File: config.mk
export PLATFORM = sky130hd
export DESIGN_NAME = trf_report_flow
export DESIGN_NICKNAME = d
export VERILOG_FILES = /design/src/hw/trf_pkg.sv /design/src/hw/trf_report_flow.sv
export VERILOG_INCLUDE_DIRS = /design/src /design/src/hw
export SDC_FILE = /design/constraint.sdc
export NUM_CORES = 1
export LEC_CHECK = 0
export BUFFER_PORTS_ARGS = -buffer_cell sky130_fd_sc_hd__buf_2
export CORE_MARGIN = 3
export CORE_UTILIZATION = 54
export DETAILED_ROUTE_END_ITERATION = 8
export PLACE_DENSITY_LB_ADDON = 0.15
export SLEW_MARGIN = 15
export SYNTH_ARGS = -nofsm -noshare
export SYNTH_HDL_FRONTEND = slang
export SYNTH_SLANG_ARGS = --single-unit
export TNS_END_PERCENT = 20
File: constraint.sdc
create_clock -name aclk -period 4.7 [get_ports aclk]
set_input_delay 0.705 -clock aclk [delete_from_list [all_inputs] [get_ports aclk]]
set_output_delay 0.705 -clock aclk [all_outputs]
set_load 0.02 [all_outputs]
File: src/hw/trf_defines.svh
/*
 Constants of the tablet report flow block: clock and scan rates,
 register offsets and reset values, host command characters.
 Assumes inclusion by bare name from the design and bench files.
*/
`ifndef TRF_DEFINES_SVH
`define TRF_DEFINES_SVH

// Rates in hertz
`define TRF_CLK_HZ      250000000
`define TRF_SCAN_HZ     110
`define TRF_RPS_110     110
`define TRF_RPS_72      72
`define TRF_RPS_36      36
`define TRF_RPS_18      18
`define TRF_RPS_9       9

// Report rate selector codes
`define TRF_RATE_110    3'h0
`define TRF_RATE_72     3'h1
`define TRF_RATE_36     3'h2
`define TRF_RATE_18     3'h3
`define TRF_RATE_9      3'h4

// Register byte offsets, control reset value and alternate-rate bit index
`define TRF_CTRL_OFF    8'h00
`define TRF_STAT_OFF    8'h04
`define TRF_CTRL_RST    3'h0
`define TRF_CTRL_ALT    2

// Host command characters
`define TRF_CMD_POINT   8'h42
`define TRF_CMD_REQ     8'h44
`define TRF_CMD_TRIG    8'h50
`define TRF_CMD_STREAM  8'h40
`define TRF_CMD_SWSTRM  8'h41
`define TRF_CMD_INC     8'h49
`define TRF_CMD_RESET   8'h7e
`define TRF_CMD_R110    8'h51
`define TRF_CMD_R72     8'h52
`define TRF_CMD_R36     8'h56
`define TRF_CMD_R18     8'h53
`define TRF_CMD_R9      8'h54

// Increment argument range and offset
`define TRF_INC_LO      8'h20
`define TRF_INC_HI      8'h7a
`define TRF_INC_OFS     8'h20

// Out-of-range stream repeats
`define TRF_OOP_REP     3'h4

`endif

File: src/hw/trf_pkg.sv
/*
 Types of the tablet report flow block.
 Assumes nothing beyond a SystemVerilog compiler.
*/
package trf_pkg;
    // Report flow modes
    typedef enum logic [1:0] {MODE_POINT, MODE_REQUEST, MODE_STREAM, MODE_SWSTREAM} trf_mode_t;
    // Hardware configuration
    typedef enum logic [1:0] {CFG_NATIVE, CFG_COMPAT1, CFG_COMPAT2, CFG_SPARE} trf_cfg_t;
    // Tool scan from the sensor pins
    typedef struct packed {
        logic        in_range;
        logic [2:0]  button;
        logic [13:0] x;
        logic [13:0] y;
    } trf_tool_t;
    // Three report bytes, b0 sent first
    typedef struct packed {
        logic [7:0] b0;
        logic [7:0] b1;
        logic [7:0] b2;
    } trf_frame_t;
endpackage

File: src/hw/trf_report_flow.sv
/*
 Tablet report flow: scans the tool, decides when to issue relative
 reports, encodes them and hands bytes to a serial transmitter.
 Assumes a UART receiver on aclk giving one-cycle command bytes, a
 transmitter with a valid/ready byte port, and sensor pins that are
 asynchronous to aclk. Registers sit on an AXI4-Lite slave.
*/
`timescale 1ns/1ns
`include "trf_defines.svh"

// Overview of operation
// - Three bytes: header, seven-bit X, seven-bit Y
// - Absolute flags one-hot, button one bit a
// - Relative flags carry button number in binary
// - Sign bit one positive, zero negative
// - Proximity bit low in range, high out
// - Phasing bit of first byte always one
// - First compatibility config resets to streaming
// - Other configs reset to request mode
// - Proximity bit omitted in first compatibility config
// - Scan 110 per second, send per mode
// - Out of range reports last in-range sample
// - Point mode reports on press and release
// - One report per host trigger character
// - First trigger answered fast, 110 per second
// - Streaming sends at report rate regardless
// - Leaving range: repeat four times, then stop
// - Switched streaming while held, zero-flag release
// - Switched, out of range: last sample continuously
// - One character picks rate for streaming modes
// - Default rate 110 or 72 by strap
// - Increment command plus one value character
// - Report when square of twice increment reached
// - Value is increment plus 32, space disables
// - Request with unmet increment resends last report
module trf_report_flow #(
    parameter int unsigned SCAN_CYC = `TRF_CLK_HZ / `TRF_SCAN_HZ,
    parameter int unsigned R110_CYC = `TRF_CLK_HZ / `TRF_RPS_110,
    parameter int unsigned R72_CYC  = `TRF_CLK_HZ / `TRF_RPS_72,
    parameter int unsigned R36_CYC  = `TRF_CLK_HZ / `TRF_RPS_36,
    parameter int unsigned R18_CYC  = `TRF_CLK_HZ / `TRF_RPS_18,
    parameter int unsigned R9_CYC   = `TRF_CLK_HZ / `TRF_RPS_9
) (
    input  wire logic              aclk,
    input  wire logic              aresetn,
    input  wire logic [7:0]        s_axi_awaddr,
    input  wire logic              s_axi_awvalid,
    output logic                   s_axi_awready,
    input  wire logic [31:0]       s_axi_wdata,
    input  wire logic [3:0]        s_axi_wstrb,
    input  wire logic              s_axi_wvalid,
    output logic                   s_axi_wready,
    output logic [1:0]             s_axi_bresp,
    output logic                   s_axi_bvalid,
    input  wire logic              s_axi_bready,
    input  wire logic [7:0]        s_axi_araddr,
    input  wire logic              s_axi_arvalid,
    output logic                   s_axi_arready,
    output logic [31:0]            s_axi_rdata,
    output logic [1:0]             s_axi_rresp,
    output logic                   s_axi_rvalid,
    input  wire logic              s_axi_rready,
    input  wire trf_pkg::trf_tool_t tool_pins,
    input  wire logic              cmd_valid,
    input  wire logic [7:0]        cmd_data,
    output logic                   tx_valid,
    output logic [7:0]             tx_data,
    input  wire logic              tx_ready
);

    // Pin synchroniser stages and agreed value
    trf_pkg::trf_tool_t s1_q, s2_q, s3_q, tool_q;
    // Scan buffer: last in-range position, button, range
    logic [13:0]        smp_x_q, smp_y_q;
    logic [2:0]         btn_q;
    logic               prox_q;
    logic [31:0]        scan_cnt_q, rate_cnt_q;
    // Settings
    trf_pkg::trf_mode_t mode_q;
    logic [2:0]         rate_q;
    logic [6:0]         inc_q;
    logic               inc_arg_q;
    logic [2:0]         ctrl_q;
    // Issue state
    logic [13:0]        lst_x_q, lst_y_q;
    logic               pend_q, zf_q, busy_q;
    logic [2:0]         oop_q;
    logic [1:0]         idx_q;
    trf_pkg::trf_frame_t frm_q;
    // Bus slave
    logic               awready_q, bvalid_q, arready_q, rvalid_q;
    logic [1:0]         bresp_q, rresp_q;
    logic [31:0]        rdata_q;
    logic               tx_valid_q;
    logic [7:0]         tx_data_q;

    // Decoded configuration
    trf_pkg::trf_cfg_t  cfg;
    assign cfg = trf_pkg::trf_cfg_t'(ctrl_q[1:0]);

    // Timebase ticks
    wire scan_tick = scan_cnt_q >= SCAN_CYC - 1;
    wire [31:0] rate_cyc = rate_q == `TRF_RATE_110 ? R110_CYC :
                           rate_q == `TRF_RATE_72  ? R72_CYC  :
                           rate_q == `TRF_RATE_36  ? R36_CYC  :
                           rate_q == `TRF_RATE_18  ? R18_CYC  : R9_CYC;
    wire rate_tick = rate_cnt_q >= rate_cyc - 1;

    // Command decode
    wire cmd_take = cmd_valid & ~inc_arg_q;
    wire arg_take = cmd_valid & inc_arg_q;
    wire arg_ok   = cmd_data >= `TRF_INC_LO && cmd_data <= `TRF_INC_HI;
    wire [7:0] arg_val = cmd_data - `TRF_INC_OFS;
    wire rst_cmd  = cmd_take && cmd_data == `TRF_CMD_RESET;
    wire trig     = cmd_take && cmd_data == `TRF_CMD_TRIG && mode_q == trf_pkg::MODE_REQUEST;

    // Reset defaults follow the configuration
    wire trf_pkg::trf_mode_t mode_def = cfg == trf_pkg::CFG_COMPAT1 ?
                                        trf_pkg::MODE_STREAM : trf_pkg::MODE_REQUEST;
    wire [2:0] rate_def = ctrl_q[`TRF_CTRL_ALT] ? `TRF_RATE_72 : `TRF_RATE_110;

    // Displacement from the last issued report, the square centre
    wire [14:0] dx  = {1'b0, smp_x_q} - {1'b0, lst_x_q};
    wire [14:0] dy  = {1'b0, smp_y_q} - {1'b0, lst_y_q};
    wire [14:0] adx = dx[14] ? 15'h0000 - dx : dx;
    wire [14:0] ady = dy[14] ? 15'h0000 - dy : dy;
    // Zero increment makes every sample meet the square
    wire met = adx >= {8'h00, inc_q} || ady >= {8'h00, inc_q};
    // Saturated seven-bit magnitudes
    wire [6:0] mag_x = |adx[14:7] ? 7'h7f : adx[6:0];
    wire [6:0] mag_y = |ady[14:7] ? 7'h7f : ady[6:0];

    // Button edges seen at scan time
    wire press   = scan_tick && btn_q == 3'h0 && tool_q.button != 3'h0;
    wire release_ev = scan_tick && btn_q != 3'h0 && tool_q.button == 3'h0;
    wire held    = btn_q != 3'h0;

    // Report requests per mode
    wire ev_point  = mode_q == trf_pkg::MODE_POINT && (press || release_ev);
    wire ev_stream = mode_q == trf_pkg::MODE_STREAM && rate_tick &&
                     (prox_q ? met : oop_q < `TRF_OOP_REP);
    wire ev_sw     = mode_q == trf_pkg::MODE_SWSTREAM &&
                     ((rate_tick && held && (met || !prox_q)) || press || release_ev);
    wire streaming = mode_q == trf_pkg::MODE_STREAM || mode_q == trf_pkg::MODE_SWSTREAM;
    wire ev        = ev_point || trig || ev_stream || ev_sw;
    wire zf_set    = mode_q == trf_pkg::MODE_SWSTREAM && release_ev;
    wire launch    = pend_q && !busy_q;
    // Unmet increment outside streaming repeats the old report
    wire fresh     = met || streaming;

    // Fresh frame encoding
    wire [2:0] flags  = zf_q ? 3'h0 : btn_q;
    wire prox_bit     = cfg == trf_pkg::CFG_COMPAT1 ? 1'b0 : !prox_q;
    trf_pkg::trf_frame_t new_frm, sel_frm;
    assign new_frm.b0 = {1'b1, prox_bit, 1'b0, !dx[14], !dy[14], flags};
    assign new_frm.b1 = {1'b0, mag_x};
    assign new_frm.b2 = {1'b0, mag_y};
    assign sel_frm    = fresh ? new_frm : frm_q;
    wire tx_fire      = tx_valid_q && tx_ready;
    wire [7:0] nxt_byte = idx_q == 2'h0 ? frm_q.b1 : frm_q.b2;

    // Absolute one-hot flags for status
    wire [3:0] onehot = (btn_q >= 3'h1 && btn_q <= 3'h4) ? 4'h1 << (btn_q - 3'h1) : 4'h0;

    // Register decode
    wire aw_go = s_axi_awvalid && s_axi_wvalid && !awready_q && !bvalid_q;
    wire ar_go = s_axi_arvalid && !arready_q && !rvalid_q;
    wire wr_ctrl = aw_go && s_axi_awaddr == `TRF_CTRL_OFF && s_axi_wstrb[0];
    wire aw_map = s_axi_awaddr == `TRF_CTRL_OFF || s_axi_awaddr == `TRF_STAT_OFF;
    wire ar_map = s_axi_araddr == `TRF_CTRL_OFF || s_axi_araddr == `TRF_STAT_OFF;
    wire [31:0] stat = {14'h0000, busy_q, onehot, prox_q, inc_q, rate_q, mode_q};
    wire [31:0] rmux = s_axi_araddr == `TRF_CTRL_OFF ? {29'h0000_0000, ctrl_q} :
                       s_axi_araddr == `TRF_STAT_OFF ? stat : 32'h0000_0000;

    // Three stages; a change counts once stages two and three agree
    always_ff @(posedge aclk) begin
        if (!aresetn) begin
            s1_q   <= '0;
            s2_q   <= '0;
            s3_q   <= '0;
            tool_q <= '0;
        end else begin
            s1_q <= tool_pins;
            s2_q <= s1_q;
            s3_q <= s2_q;
            if (s2_q == s3_q) begin
                tool_q <= s3_q;
            end
        end
    end

    // Scan and report-rate timebases
    always_ff @(posedge aclk) begin
        if (!aresetn) begin
            scan_cnt_q <= 32'h0000_0000;
            rate_cnt_q <= 32'h0000_0000;
        end else begin
            scan_cnt_q <= scan_tick ? 32'h0000_0000 : scan_cnt_q + 32'h0000_0001;
            rate_cnt_q <= rate_tick ? 32'h0000_0000 : rate_cnt_q + 32'h0000_0001;
        end
    end

    // Scan buffer, filled whatever the mode
    always_ff @(posedge aclk) begin
        if (!aresetn) begin
            smp_x_q <= 14'h0000;
            smp_y_q <= 14'h0000;
            btn_q   <= 3'h0;
            prox_q  <= 1'b0;
        end else if (scan_tick) begin
            btn_q  <= tool_q.button;
            prox_q <= tool_q.in_range;
            // Out of range keeps the last in-range position
            if (tool_q.in_range) begin
                smp_x_q <= tool_q.x;
                smp_y_q <= tool_q.y;
            end
        end
    end

    // Mode and rate from host characters
    always_ff @(posedge aclk) begin
        if (!aresetn) begin
            mode_q <= trf_pkg::MODE_REQUEST;
            rate_q <= `TRF_RATE_110;
        end else if (rst_cmd) begin
            mode_q <= mode_def;
            rate_q <= rate_def;
        end else if (cmd_take) begin
            case (cmd_data)
                `TRF_CMD_POINT:  mode_q <= trf_pkg::MODE_POINT;
                `TRF_CMD_REQ:    mode_q <= trf_pkg::MODE_REQUEST;
                `TRF_CMD_STREAM: mode_q <= trf_pkg::MODE_STREAM;
                `TRF_CMD_SWSTRM: mode_q <= trf_pkg::MODE_SWSTREAM;
                `TRF_CMD_R110:   rate_q <= `TRF_RATE_110;
                `TRF_CMD_R72:    rate_q <= `TRF_RATE_72;
                `TRF_CMD_R36:    rate_q <= `TRF_RATE_36;
                `TRF_CMD_R18:    rate_q <= `TRF_RATE_18;
                `TRF_CMD_R9:     rate_q <= `TRF_RATE_9;
                default:         mode_q <= mode_q;
            endcase
        end
    end

    // Increment command and its value character
    always_ff @(posedge aclk) begin
        if (!aresetn) begin
            inc_q     <= 7'h00;
            inc_arg_q <= 1'b0;
        end else if (rst_cmd) begin
            inc_q     <= 7'h00;
            inc_arg_q <= 1'b0;
        end else if (arg_take) begin
            // Out-of-range value is dropped, setting unchanged
            inc_arg_q <= 1'b0;
            if (arg_ok) begin
                inc_q <= arg_val[6:0];
            end
        end else if (cmd_take && cmd_data == `TRF_CMD_INC) begin
            inc_arg_q <= 1'b1;
        end
    end

    // Pending request; a new request wins over the clear at launch
    always_ff @(posedge aclk) begin
        if (!aresetn) begin
            pend_q <= 1'b0;
            zf_q   <= 1'b0;
        end else if (rst_cmd) begin
            pend_q <= 1'b0;
            zf_q   <= 1'b0;
        end else begin
            pend_q <= ev || (pend_q && !launch);
            zf_q   <= zf_set || (zf_q && !launch);
        end
    end

    // Square centre and out-of-range repeat count
    always_ff @(posedge aclk) begin
        if (!aresetn) begin
            lst_x_q <= 14'h0000;
            lst_y_q <= 14'h0000;
            oop_q   <= 3'h0;
        end else begin
            if (arg_take && arg_ok) begin
                // Enabling the filter centres it on the tool
                lst_x_q <= smp_x_q;
                lst_y_q <= smp_y_q;
            end else if (launch && fresh) begin
                lst_x_q <= smp_x_q;
                lst_y_q <= smp_y_q;
            end
            if (prox_q) begin
                oop_q <= 3'h0;
            end else if (launch && mode_q == trf_pkg::MODE_STREAM) begin
                oop_q <= oop_q + 3'h1;
            end
        end
    end

    // Byte sender; a frame never starts before the last one ends
    always_ff @(posedge aclk) begin
        if (!aresetn) begin
            busy_q     <= 1'b0;
            idx_q      <= 2'h0;
            frm_q      <= '0;
            tx_valid_q <= 1'b0;
            tx_data_q  <= 8'h00;
        end else if (launch) begin
            busy_q     <= 1'b1;
            idx_q      <= 2'h0;
            frm_q      <= sel_frm;
            tx_valid_q <= 1'b1;
            tx_data_q  <= sel_frm.b0;
        end else if (tx_fire) begin
            if (idx_q == 2'h2) begin
                busy_q     <= 1'b0;
                tx_valid_q <= 1'b0;
            end else begin
                idx_q     <= idx_q + 2'h1;
                tx_data_q <= nxt_byte;
            end
        end
    end

    // Write channel: address and data taken together
    always_ff @(posedge aclk) begin
        if (!aresetn) begin
            awready_q <= 1'b0;
            bvalid_q  <= 1'b0;
            bresp_q   <= 2'h0;
            ctrl_q    <= `TRF_CTRL_RST;
        end else begin
            awready_q <= aw_go;
            if (aw_go) begin
                bvalid_q <= 1'b1;
                bresp_q  <= aw_map ? 2'h0 : 2'h2;
            end else if (s_axi_bready) begin
                bvalid_q <= 1'b0;
            end
            if (wr_ctrl) begin
                ctrl_q <= s_axi_wdata[2:0];
            end
        end
    end

    // Read channel, unmapped reads answer SLVERR with zero
    always_ff @(posedge aclk) begin
        if (!aresetn) begin
            arready_q <= 1'b0;
            rvalid_q  <= 1'b0;
            rresp_q   <= 2'h0;
            rdata_q   <= 32'h0000_0000;
        end else begin
            arready_q <= ar_go;
            if (ar_go) begin
                rvalid_q <= 1'b1;
                rresp_q  <= ar_map ? 2'h0 : 2'h2;
                rdata_q  <= rmux;
            end else if (s_axi_rready) begin
                rvalid_q <= 1'b0;
            end
        end
    end

    // Outputs straight from flip-flops
    assign s_axi_awready = awready_q;
    assign s_axi_wready  = awready_q;
    assign s_axi_bvalid  = bvalid_q;
    assign s_axi_bresp   = bresp_q;
    assign s_axi_arready = arready_q;
    assign s_axi_rvalid  = rvalid_q;
    assign s_axi_rresp   = rresp_q;
    assign s_axi_rdata   = rdata_q;
    assign tx_valid      = tx_valid_q;
    assign tx_data       = tx_data_q;
endmodule

* After elaboration in Yosys (flattened, before gate mapping)
Cells that the tools add are included.
** Cells by class
- $add $sub $neg :: 11
- Magnitude comparators :: 9
- Reduce and logical (&&, ||, !) cells :: 87
- Bitwise operators :: 5
- Eq/ne operators :: 24
- Multiplexer cells :: 40
- Shift operators :: 1
** Operators by type and width (number)
- two-way mux 25 bit :: 4
- == test 8 x 7 -> 1 bit (second input constant) :: 12
- adder 32 x 1 -> 32 bit (second input constant) :: 2
- two-way mux 14 bit :: 4
- two-way mux 18 bit :: 2
- == test 32 bit :: 1
- greater-or-equal comparator 32 x 22 -> 1 bit (second input constant) :: 1
- greater-or-equal comparator 32 bit :: 1
- logical AND 1 bit :: 31
- greater-or-equal comparator 15 x 7 -> 1 bit :: 2
- two-way mux 15 bit :: 2
- subtractor 1 x 15 -> 15 bit (first input constant) :: 2
- subtractor 14 x 14 -> 15 bit :: 2
- subtractor 25 x 1 -> 26 bit (second input constant) :: 1
- two-way mux 24 bit :: 1
- two-way mux 8 bit :: 3
- two-way mux 7 bit :: 3
- == test 8 x 3 -> 1 bit (second input constant) :: 2
- zero test 8 bit :: 2
- AND reduction 2 bit :: 8
- OR reduction 8 bit :: 2
- case mux 3 bit (5 select lines) :: 1
- logical OR 1 bit :: 14
- nonzero test 2 bit :: 6
- other kinds (30) :: 68
** Word-level totals
- Flip-flop bits (word level) :: 346
- Bits of input ports :: 101

* Logic depth before layout (Yosys ltp)
Gate-level depths: netlist (run 1).
- Depth in word-level cells :: 14
- Gate-level depth with buffers :: 25
- Depth with buffers taken out :: 23

* Least setup slack after synthesis (run 1)
No wires, ideal clock.
- Path kind :: reg-to-reg
- Start point :: register smp_x_q[0]
- End point :: register lst_x_q[0]
- Setup slack :: -0.205 ns
- Cell stages (with the launch flop) :: 25
- Arrival time :: 4.785 ns
- Buffers on the path :: 2
- Library setup time :: 0.120 ns
- Cell sequence :: dfxtp_1 inv_1 ha_1 inv_1 fa_1 a21o_1 a221oi_2 nor3_1 o41ai_1 nor2b_1 o21ai_0 ha_1 nor2b_1 o21a_1 o21a_1 o21a_1 o21a_1 o21ai_0 o211ai_1 nor3_1 a41oi_2 or2_1 buf_6 buf_6 mux2i_1
** Between the ends
- Cells in the longest elaborated chain, start to end :: 8
- Elaborated cells on any way between the ends :: 10
** RTL lines
- start, declared :: line trf_report_flow.sv:74 : logic [13:0] smp_x_q, smp_y_q;
- start signal, assigned :: line trf_report_flow.sv:215 : smp_x_q <= tool_q.x;
- subtractor 14 x 14 -> 15 bit :: line trf_report_flow.sv:123 : wire [14:0] dx = {1'b0, smp_x_q} - {1'b0, lst_x_q};
- subtractor 1 x 15 -> 15 bit :: line trf_report_flow.sv:125 : wire [14:0] adx = dx[14] ? 15'h0000 - dx : dx;
- two-way mux 15 bit :: line trf_report_flow.sv:125
- greater-or-equal comparator 15 x 7 -> 1 bit :: line trf_report_flow.sv:128 : wire met = adx >= {8'h00, inc_q} || ady >= {8'h00, inc_q};
- logical OR 1 bit :: line trf_report_flow.sv:128
- logical OR 1 bit :: line trf_report_flow.sv:149 : wire fresh = met || streaming;
- logical AND 1 bit :: line trf_report_flow.sv:289 : end else if (launch && fresh) begin
- nonzero test 2 bit (no source line)
- end signal, assigned :: line trf_report_flow.sv:287 : lst_x_q <= smp_x_q;
- end signal, assigned :: line trf_report_flow.sv:290 : lst_x_q <= smp_x_q;
- end, declared :: line trf_report_flow.sv:85 : logic [13:0] lst_x_q, lst_y_q;
Parallel ways exist; a longest one is shown, timed or not. The select of a mux whose other input is x is not followed.
A chain may end at the register's enable or synchronous reset.

* Worst setup path after layout (run 1)
- Start point :: register smp_x_q[0]
- End point :: register lst_y_q[2]
** Between the ends
- Cells in the longest elaborated chain, start to end :: 8
** RTL lines
- subtractor 14 x 14 -> 15 bit (*) :: line trf_report_flow.sv:123
- subtractor 1 x 15 -> 15 bit :: line trf_report_flow.sv:125
- two-way mux 15 bit (*) :: line trf_report_flow.sv:125
- greater-or-equal comparator 15 x 7 -> 1 bit (*) :: line trf_report_flow.sv:128
- logical OR 1 bit (*) :: line trf_report_flow.sv:128
- logical OR 1 bit (*) :: line trf_report_flow.sv:149
- logical AND 1 bit (*) :: line trf_report_flow.sv:289
- nonzero test 2 bit (no source line) (*)
- end signal, assigned :: line trf_report_flow.sv:288 : lst_y_q <= smp_y_q;
- end signal, assigned :: line trf_report_flow.sv:291 : lst_y_q <= smp_y_q;
- end, declared :: line trf_report_flow.sv:85
Every way passes the cells marked *; elsewhere a longest branch is shown, timed or not.

==> results of run 1 <==
final cells by class:
class / count / area [um2] / area share (%)
clock buffer: 50 / 1020 / 5.85
clock inverter: 12 / 226 / 1.29
inverter: 67 / 251 / 1.43
multi-input combinational: 1222 / 8150 / 46.5
sequential: 330 / 6610 / 37.7
tap: 372 / 465 / 2.66
timing repair buffer: 134 / 805 / 4.59
cells by family (layout without fill, tap and decap cells):
family,Yosys count,count (layout),synth area share [%]
buf+inv,152,263,4.32
fa+ha+maj,80,80,6.69
mux,116,116,7.65
xor+xnor,110,110,6.34
other cells,1,33,0.0247
flops,330,330,43.5
compound gates,240,240,10.8
simple gates,643,643,20.7
per-stage QoR:
| stage | total power, mW | setup TNS [ns] | instances |
|---|---|---|---|
| 2_1_floorplan | 3.04 | 0 | 1704 |
| 5_1_grt | 6.17 | -8.61 | 2187 |
| 4_1_cts | 6.03 | 0 | 2182 |
| 6_report | 5.95 | 0 | 2187 |
| 3_5_place_dp | 3.09 | -0.946 | 2120 |
| 3_3_place_gp | 3.09 | -0.0240 | 2120 |
critical path, stage by stage (launching register included):
cell and delay [ns]:
dfxtp_2 0.32, inv_2 0.06, ha_4 0.13, inv_2 0.03, fa_2 0.33, a21o_1 0.21, a221oi_2 0.30, nor3_2 0.09
o41ai_2 0.24, buf_4 0.18, nor2b_4 0.17, nand2_2 0.07, o21ai_2 0.06, ha_1 0.26, nor2b_1 0.13, o21a_1 0.16
o21a_1 0.16, o21a_1 0.16, o21a_1 0.16, o21ai_1 0.11, o211ai_1 0.14, nor3_2 0.18, a41oi_2 0.18, or2_4 0.33
clkbuf_16 0.20, mux2i_1 0.12
layer usage:
| metal | vias to the layer above | routed length [um] | GRT usage, % |
|---|---|---|---|
| li1 | 5920 | - | - |
| met5 | - | 0 | 0 |
| met1 | 5294 | 15300 | 28.0 |
| met4 | 0 | 468 | 4.36 |
| met3 | 36 | 1200 | 2.67 |
| met2 | 198 | 14300 | 33.1 |
power groups by stage:
stage / clock network [mW] / logic, mW / registers (mW)
CTS: 3.00 / 0.168 / 2.86
floorplan: 0 / 0.120 / 2.92
detailed placement: 0 / 0.168 / 2.92
finish: 2.92 / 0.167 / 2.86
global route: 3.12 / 0.188 / 2.87
global placement: 0 / 0.165 / 2.92
cells in the mapped netlist, drive strengths merged (20+ instances only):
cell,number,area [um2]
buf,24,176
nand2b,21,131
and3,20,125
nand3,40,200
nand2,169,634
inv,67,251
clkbuf,61,229
and2,103,644
nor2,178,668
nand4,26,163
xor2,34,298
xnor2,76,666
dfxtp,330,6610
a21oi,63,315
ha,78,976
a21o,21,158
mux2i,115,1150
o21ai,54,270
state kept, by name (all words and copies together), names as in the netlist, 7 cells and up:
| name | cells |
|---|---|
| inc_q | 7 |
| frm_q | 22 |
| lst_x_q | 14 |
| s_axi_rdata | 18 |
| smp_y_q | 14 |
| lst_y_q | 14 |
| rate_cnt_q | 32 |
| tool_q | 32 |
| s2_q | 32 |
| s3_q | 32 |
| smp_x_q | 14 |
| s1_q | 32 |
| tx_data | 8 |
| scan_cnt_q | 32 |
repair_timing:
action                     CTS  global route
setup endpoints to repair   37            59
pin swaps                    0             2
resized for setup            6            20
gates cloned                 0             2
buffers inserted             0             3
how the worst max path moves through the flow:
stage,from,endpoint,slack (ns),depth (start not counted)
after floorplan,smp_x_q[0]$_SDFFE_PN0P_,lst_x_q[0]$_SDFFE_PN0P_,0.02,25
after global placement,smp_x_q[0]$_SDFFE_PN0P_,frm_q[5]$_SDFFE_PN0P_,-0.006,25
after detailed placement,smp_x_q[0]$_SDFFE_PN0P_,frm_q[2]$_SDFFE_PN0P_,-0.05,25
after CTS,smp_y_q[0]$_SDFFE_PN0P_,lst_x_q[7]$_SDFFE_PN0P_,0.001,23
after global routing,smp_x_q[0]$_SDFFE_PN0P_,lst_y_q[2]$_SDFFE_PN0P_,-0.21,25
final,smp_x_q[0]$_SDFFE_PN0P_,lst_y_q[2]$_SDFFE_PN0P_,0.07,25
==> metrics.md, run 1 <==
| Metric | Value |
|---|---|
| Minimum hold slack | 0.390 ns |
| Starting density of the core | 55.6% |
| Die height | 174 um |
| Sink Count | 330 |
| Slew @ Worst Pin | 0.965 ns |
| Number of DRC markers in iteration 0 | 584 |
| Critical Path RT | 5.10 ns |
| Vias in the first global route | 10700 |
| Total core area | 27300 um2 |
| CP Launch Type | flip-flop |
| Crit end category | flip-flop |
| Arrival time at the worst endpoint | 5.03 ns |
| Max cap viols | 0 |
| Final slew viol count | 0 |
| Psw | 1.23 mW |
| Area delta synth->final | 15.4% |
| Post-route cell area | 17500 um2 |
| Worst skew pair latency | 0.52 ns |
| Cell Pwr Density | 340 nW/um2 |
| Hold Path Stages | 2 |
| Post-synthesis instance area | 15200 um2 |
| Antenna Nets Post-Route | 0 |
| Internal | 4.72 mW |
| Min-delay src | tool_pins[28] |
| Fraction of layout instances using a drive strength above 1 | 13.1% |
| Gate Count Post-Synth | 1672 |
| Gate power share | 2.8% |
| Switching share of power | 20.8% |
| Commonest non-fill, non-tap cells in the layout | 328 x dfxtp_1, 178 x nor2_1, 166 x nand2_1, 111 x mux2i_1, 103 x and2_1 |
| HP Class | in2reg |
| IO Port Bufs | 102 |
| Syn_area_per_cell | 9.09 um2 |
| Synth Flop Type | dfxtp_1 |
| DP Area | 16100 um2 |
| Die area | 30200 um2 |
| # nets final | 1972 |
| Largest net degree at the start of global routing | 89 |
| Worst R2R Path Depth | 25 |
| Site Rows | 60 |
| Ports | 151 |
| CTS tree | yes |
| Num CTS Buffers | 36 |
| Gr ovfl total | 0 |
| Wire length per cell | 14.3 um |
| Clk slew on worst S/H paths | 0.06 ns |
| Ant diodes | 0 |
| Total Routed Length | 31.3 mm |
| Setup repair after global routing missed its margin | true |
| Tcrit/Tclk final | 98.5% |
| Clock tree buffer depth | 3 |
| DP HPWL | 22.1 mm |
| Htree depth | 2 |
| Final setup viols | 0 |
| First-pass GRT wire length | 51.8 mm |
| Vias per cell | 5.23 |
| Worst Hold End | s1_q[28]$_SDFF_PN0_ |
| Number of synthesized flops with an enable pin | 0 |
| Reg power frac | 48.1% |
| Layout Utilization | 64.1% |
| Hold_buf cts | 0 |
| RR Startpoint | smp_x_q[0]$_SDFFE_PN0P_ |
| Initial antenna violation count | 0 |
| CP max FO | 14 |
| DRT Pass-1 Iters | 7 |
| Share of synthesized registers carrying an async set or reset | 0% |
| GPL Wtd Cong | 0.879 |
| Vias | 11400 |
| Reg2reg setup slack | 0.07 ns |
| Rel. slew slack | 35.4% |
| Fillers | 2357 |
| Die width | 174 um |
| DRC | 0 |
| Syn. warnings | 0 |
| R2R Path End | lst_y_q[2]$_SDFFE_PN0P_ |
| CTS root buffer | clkbuf_16 |
| Crit Path Category | reg2reg |
| Netlist cell types | 76 |
| Post-place setup slack | -0.0492 ns |
| Share of total power in the clock network | 49.1% |
| Global Route Usage Sum | 20.0% |
| Peak supply drop | 346 uV |
| PnR worst setup slack | 0.0727 ns |
| Run status | finished, final reports clean |
| Final Hold Fails | 0 |
| Most common cell after layout, fill and taps aside | dfxtp_1 |
| Clk_skew | 0.0123 ns |
| Leakage | 7.53 nW |
| Post-synthesis register bit count | 330 |
| Sequential fraction of the synthesis area | 43.5% |
| Tmin final | 4.63 ns |
| Highest Clock Rate | 216 MHz |
Note: power is estimated with default switching activity, not from simulation.
==> inputs of run 2 (changes only) <==
BUFFER_PORTS_ARGS = -buffer_cell sky130_fd_sc_hd__buf_4   (was -buffer_cell sky130_fd_sc_hd__buf_2)
MAX_ROUTING_LAYER = met4   (was default)
PLACE_DENSITY = 0.85   (was default)
PLACE_DENSITY_LB_ADDON = default   (was 0.15)
==> run 2 against run 1 <==
  * The run now ends with negative setup slack left
  * Critical path depth is the same
  * Die area is the same
  * Combinational power grew 11%
  * Wire length grew 4.4%
  * Non-clock buffer count grew 14
  * Worst hold slack gained 0.011 ns
  * Clock power shrank 9.6%
  * Power shrank 4.4%
  * Cell area grew 1.4%
  * Register-to-register slack lost 0.28 ns
  * Sequential power is essentially flat
  * Via count grew 4.5%
  * Largest cell class unchanged
  * Highest routed layer unchanged
==> metrics.md, run 2 (synthesis results as in run 1) <==
| Metric | Value |
|---|---|
| Run status | complete, but fails checks |
| Failing checks | negative setup slack |
| Htree depth | 2 (unchanged) |
| Minimum hold slack | 0.402 ns (+0.0111 ns) |
| HP Class | in2reg |
| Cell Pwr Density | 320 nW/um2 (-5.7%) |
| CTS root buffer | clkbuf_16 |
| CP max FO | 7 (-7) |
| Final Hold Fails | 0 (unchanged) |
| FF/Latch Area | 6610 um2 (unchanged) |
| Vias | 12000 (+4.5%) |
| Clock tree buffer depth | 3 (unchanged) |
| Non-filler instance count after layout | 2199 (+0.55%) |
| Reg power frac | 50.3% (+2.2 points) |
| Hold_buf cts | 0 (unchanged) |
| First-pass GRT wire length | 53.6 mm (+3.4%) |
| Initial antenna violation count | 0 (unchanged) |
| # nets final | 1984 (+0.61%) |
| Wire length per cell | 14.9 um (+3.9%) |
| Ports | 151 (unchanged) |
| Die area | 30200 um2 (unchanged) |
| Clk slew on worst S/H paths | 0.06 ns (about the same) |
| DRC | 0 (unchanged) |
| Total core area | 27300 um2 (unchanged) |
| Critical Path RT | 5.09 ns (about the same) |
| Final slew viol count | 0 (unchanged) |
| Die height | 174 um (unchanged) |
| Starting density of the core | 55.6% (unchanged) |
| Worst skew pair latency | 0.52 ns (about the same) |
| Max cap viols | 0 (unchanged) |
| Tcrit/Tclk final | 105% (+6.1 points) |
| Crit end category | flip-flop |
| Number of DRC markers in iteration 0 | 787 (+35%) |
| Leakage | 7.64 nW (+1.4%) |
| Switching share of power | 21.3% (+0.55 points) |
| Highest Clock Rate | 204 MHz (-5.8%) |
| Commonest non-fill, non-tap cells in the layout | 328 x dfxtp_1, 178 x nor2_1, 167 x nand2_1, 140 x buf_4, 114 x mux2i_1 |
| Gate power share | 3.3% (+0.5 points) |
| Antenna Nets Post-Route | 0 (unchanged) |
| Arrival time at the worst endpoint | 5.30 ns (+0.27 ns) |
| Psw | 1.21 mW (-1.9%) |
| GPL Wtd Cong | 0.912 (+3.8%) |
| Fillers | 2094 (-11%) |
| Site Rows | 60 (unchanged) |
| Num CTS Buffers | 34 (-5.6%) |
| DRT Pass-1 Iters | 5 (-2) |
| Gr ovfl total | 0 (unchanged) |
| Vias per cell | 5.44 (+3.9%) |
| Fraction of layout instances using a drive strength above 1 | 13.7% (+0.68 points) |
| Setup repair after global routing missed its margin | true |
| Final setup viols | 52 (+52) |
| Vias in the first global route | 11300 (+5.5%) |
| Area delta synth->final | 17.0% |
| Tmin final | 4.91 ns (+0.285 ns) |
| Internal | 4.48 mW (-5.1%) |
| PnR worst setup slack | -0.212 ns (-0.285 ns) |
| Ant diodes | 0 (unchanged) |
| DP HPWL | 22.3 mm (+0.79%) |
| Clk_skew | 0.0277 ns (+0.0154 ns) |
| CP Launch Type | flip-flop |
| Multi-input gate area | 8140 um2 (about the same) |
| Crit Path Category | reg2reg |
| Placed cells | 2125 (+0.24%) |
| Slew @ Worst Pin | 0.941 ns (-0.0241 ns) |
| Die width | 174 um (unchanged) |
| CTS tree | yes |
| Most common cell after layout, fill and taps aside | dfxtp_1 |
| Share of total power in the clock network | 46.4% (-2.7 points) |
| Sink Count | 330 (unchanged) |
| IO Port Bufs | 102 (unchanged) |
| Largest net degree at the start of global routing | 132 (+48%) |
| Total Routed Length | 32.7 mm (+4.4%) |
| Global Route Usage Sum | 21.3% (+1.3 points) |
| Rel. slew slack | 37.3% (+1.8 points) |
| Peak supply drop | 289 uV (-16%) |
-- run 2: cell types whose count changed in the layout (fill, tap and decap cells not counted), moves of 3 or more --
cell       change
clkbuf_1       -4
mux2i_1        +3
clkinv_2       +5
buf_2        -100
clkbuf_8       +3
bufinv_16      -4
inv_6          +3
buf_4        +111
-- run 2: path summary, 6_finish.rpt --
| kind | cells after the start | end | start | slack [ns] |
|---|---|---|---|---|
| setup reg to reg | 25 | lst_y_q[2]$_SDFFE_PN0P_ | smp_x_q[0]$_SDFFE_PN0P_ | -0.21 |
| hold / removal | 2 | tx_valid$_SDFFE_PN0P_ | tx_ready | 0.40 |
| hold reg to reg | 1 | s2_q[0]$_SDFF_PN0_ | s1_q[0]$_SDFF_PN0_ | 0.43 |
| setup / recovery | 25 | lst_y_q[2]$_SDFFE_PN0P_ | smp_x_q[0]$_SDFFE_PN0P_ | -0.21 |
-- run 2: layout make-up --
class                   instances  area share (%)
clock buffers                  47            5.63
clock inverters                13           0.591
inverters                      67            1.41
multi-input cells            1222            45.8
flip-flops and latches        330            37.2
well taps                     372            2.62
repair buffers                148            6.78
-- run 2: per-stage QoR --
stage               setup slack [ns]  cell area, um2  TNS [ns]  total power [mW]  util (%)
global route                  -0.476           17800    -23.81              5.86      65.1
CTS                           0.0553           17600         0              5.73      64.4
finish                        -0.212           17800     -7.89              5.69      65.1
detailed placement            -0.215           16400     -7.41              3.11      60.0
global placement             -0.0838           16400     -2.60              3.10      60.0
floorplan                     0.0205           15300         0              3.04         -
-- run 2: power by group through the flow --
stage	Sequential (mW)	Combinational (mW)	Clock [mW]
after floorplan	2.92	0.120	0
after global placement	2.92	0.180	0
after detailed placement	2.92	0.185	0
after CTS	2.86	0.186	2.69
after global routing	2.86	0.206	2.79
final	2.86	0.186	2.64
-- run 2: timing repair --
item | 4_1_cts | 5_1_grt
pin swaps | 1 | 20
cloned | 1 | 4
gates resized for setup | 10 | 19
buffers inserted | 4 | 6
setup endpoints to repair | 50 | 59
-- run 2: metal layers --
metal  track usage [%]  wire length (um)  share of wire (%)
met5                 -                 0                  0
met1              26.7             14500                 44
met2              35.1             15500                 48
met4              7.41              1020                3.1
met3              3.22              1610                4.9
-- run 2: worst max-delay path, stage by stage (launching register included) --
cell	delay, ns
dfxtp_2	0.32
inv_2	0.06
ha_4	0.12
inv_2	0.04
fa_2	0.36
a21o_1	0.20
a221oi_2	0.34
nor3_2	0.07
o41ai_2	0.32
buf_4	0.18
nor2b_4	0.17
nand2_2	0.08
o21ai_2	0.08
ha_1	0.27
nor2b_4	0.13
o21a_1	0.16
o21a_1	0.18
o21a_1	0.16
o21a_1	0.16
o21ai_1	0.14
o211ai_1	0.15
nor3_2	0.24
a41oi_2	0.18
or2_4	0.38
clkbuf_16	0.19
mux2i_1	0.12
==> inputs of run 3 (changes only) <==
SETUP_SLACK_MARGIN = 0.4   (was default)
==> run 3 against run 2 <==
  * The run still ends with negative setup slack left
  * Power increased by 2.2%
  * Cell area grew 0.18%
  * Sequential power barely moved
  * First-iteration DRC count up 3.7%
  * Sequential cell count unchanged
  * Clock power rose by 5%
  * Register-to-register slack better by 0.13 ns
  * Critical path type unchanged
  * Critical endpoint is now tx_data[3]$_SDFFE_PN0P_
  * Largest power group unchanged
==> metrics.md, run 3 (synthesis results as in run 1) <==
| Metric | Value |
|---|---|
| Gr ovfl total | 0 (unchanged) |
| Worst R2R Path Depth | 25 (unchanged) |
| HP Class | in2reg |
| Post-route cell area | 17800 um2 (+0.18%) |
| Clock tree buffer depth | 3 (unchanged) |
| DP Area | 16400 um2 (about the same) |
| Total core area | 27300 um2 (unchanged) |
| Setup repair after global routing missed its margin | true |
| Clk slew on worst S/H paths | 0.06 ns (about the same) |
| Vias per cell | 5.42 (-0.32%) |
| Final slew viol count | 0 (unchanged) |
| Rel. slew slack | 47.7% (+10 points) |
| Final Hold Fails | 0 (unchanged) |
| CP Launch Type | flip-flop |
| Global Route met3 Usage | 3.29% (+0.066 points) |
| Tmin final | 4.78 ns (-0.135 ns) |
| Critical Path RT | 5.09 ns (about the same) |
| Global Route Usage Sum | 21.3% (+0.068 points) |
| Largest net degree at the start of global routing | 191 (+45%) |
| # nets final | 1979 (-0.25%) |
| Total power | 5.81 mW (+2.2%) |
| Crit end category | flip-flop |
| Arrival time at the worst endpoint | 5.17 ns (-0.13 ns) |
| CTS root buffer | clkbuf_16 |
| CP max FO | 3 (-4) |
| Die width | 174 um (unchanged) |
| Antenna Nets Post-Route | 0 (unchanged) |
| Wire length per cell | 14.9 um (+0.41%) |
| Vias | 11900 (-0.50%) |
| Site Rows | 60 (unchanged) |
| Total Routed Length | 32.7 mm (+0.22%) |
| Max cap viols | 0 (unchanged) |
| PnR worst setup slack | -0.0772 ns (+0.135 ns) |
| Initial antenna violation count | 0 (unchanged) |
| Cell Pwr Density | 326 nW/um2 (+2.0%) |
| First-pass GRT wire length | 53.8 mm (+0.27%) |
| Fillers | 2041 (-2.5%) |
| Sink Count | 330 (unchanged) |
| Ant diodes | 0 (unchanged) |
| Slew @ Worst Pin | 0.784 ns (-0.157 ns) |
| Ports | 151 (unchanged) |
| Die area | 30200 um2 (unchanged) |
| Non-filler instance count after layout | 2195 (-0.18%) |
| Starting density of the core | 55.6% (unchanged) |
| Vias in the first global route | 11400 (+1.4%) |
| Peak supply drop | 341 uV (+18%) |
| GPL Wtd Cong | 0.922 (+1.1%) |
| DRC | 0 (unchanged) |
| M2 GR Usage | 35.2% (+0.065 points) |
| Hold Path Stages | 2 (unchanged) |
| Minimum hold slack | 0.403 ns (+0.00191 ns) |
| CTS tree | yes |
| Tcrit/Tclk final | 102% (-2.9 points) |
| Commonest non-fill, non-tap cells in the layout | 328 x dfxtp_1, 177 x nor2_1, 168 x nand2_1, 135 x buf_4, 113 x mux2i_1 |
| Num CTS Buffers | 35 (+2.9%) |
| Leakage | 7.62 nW (-0.24%) |
| CP most frequent cell | o21a_1 |
| Die height | 174 um (unchanged) |
| Clk_skew | 0.00978 ns (-0.0179 ns) |
| Crit Path Category | reg2reg |
| DRT Pass-1 Iters | 5 (unchanged) |
| Final setup viols | 3 (-94%) |
| M1 GR Usage | 27.1% (+0.45 points) |
| Run status | complete, but fails checks |
| Most used routing layer | met2 |
| Fraction of layout instances using a drive strength above 1 | 13.7% (-0.080 points) |
| Htree depth | 2 (unchanged) |
| DP HPWL | 22.5 mm (+1.1%) |
| Placed cells | 2122 (-0.14%) |
| Worst skew pair latency | 0.51 ns (about the same) |
| Area delta synth->final | 17.2% |
| Most common cell after layout, fill and taps aside | dfxtp_1 |
| Highest Clock Rate | 209 MHz (+2.8%) |
| Number of DRC markers in iteration 0 | 816 (+3.7%) |
| IO Port Bufs | 102 (unchanged) |
| Layout Utilization | 65.2% (+0.11 points) |
| Critical-path top delay cell | fa_2 |
| Slowest Stage Delay on Critical Path | 0.36 ns (-0.02 ns) |
| Failing checks | negative setup slack |
[run 3: cell count changes in the layout (fill, tap and decap cells not counted), sizes merged]
| cell | change |
|---|---|
| clkinv | -8 |
| bufinv | +1 |
| clkbuf | +8 |
| inv | -2 |
| clkinvlp | +1 |
| buf | -4 |
[run 3: path summary, 6_finish.rpt]
kind,startpoint,to,slack [ns]
min,tx_ready,tx_valid$_SDFFE_PN0P_,0.40
max,smp_x_q[0]$_SDFFE_PN0P_,tx_data[3]$_SDFFE_PN0P_,-0.08
min reg2reg,s1_q[1]$_SDFF_PN0_,s2_q[1]$_SDFF_PN0_,0.43
max reg2reg,smp_x_q[0]$_SDFFE_PN0P_,tx_data[3]$_SDFFE_PN0P_,-0.08
[run 3: final cells by class]
cell class	instances	area, um2	area share (%)
clock buffers	57	1090	6.11
clock inverters	5	85.1	0.478
inverters	67	251	1.41
multi-input cells	1222	8170	45.9
flip-flops and latches	330	6610	37.1
well taps	372	465	2.61
repair buffers	142	1140	6.40
[run 3: metal layers]
metal / part of all wire [%] / wire (um)
met5: 0 / 0
met4: 2.4 / 789
met3: 5.3 / 1730
met2: 48 / 15600
met1: 45 / 14600
[run 3: report_power, final]
part | leakage, nW | total (mW) | internal [mW] | switching [mW]
registers | 2.68 | 2.86 | 2.84 | 0.0206
clock network | 0.572 | 2.76 | 1.69 | 1.07
logic | 4.36 | 0.189 | 0.0844 | 0.105
total | 7.62 | 5.81 | 4.62 | 1.20
[run 3: critical path, delay by kind of cell (launching register included)]
| family | cells | cell delay (ns) |
|---|---|---|
| flip-flops | 1 | 0.34 |
| AND/OR/NAND/NOR | 7 | 1.15 |
| adder cells (fa/ha/maj) | 3 | 0.77 |
| AO/OA/AOI/OAI | 11 | 1.93 |
| buffers and inverters | 4 | 0.46 |
[run 3: timing repair]
item / 4_1_cts / 5_1_grt
cloned: 1 / 1
hold buffers: 0 / 0
gates resized for setup: 4 / 28
setup endpoints to repair: 59 / 59
pin swaps: 3 / 7
buffers inserted: 5 / 4
[run 3: through the flow]
step | TNS [ns] | worst slack (ns)
after floorplan | 0 | 0.110
after CTS | 0 | 0.00332
final | -0.138 | -0.0772
after global routing | -11.60 | -0.311
after global placement | -0.465 | -0.0205
after detailed placement | -3.53 | -0.124
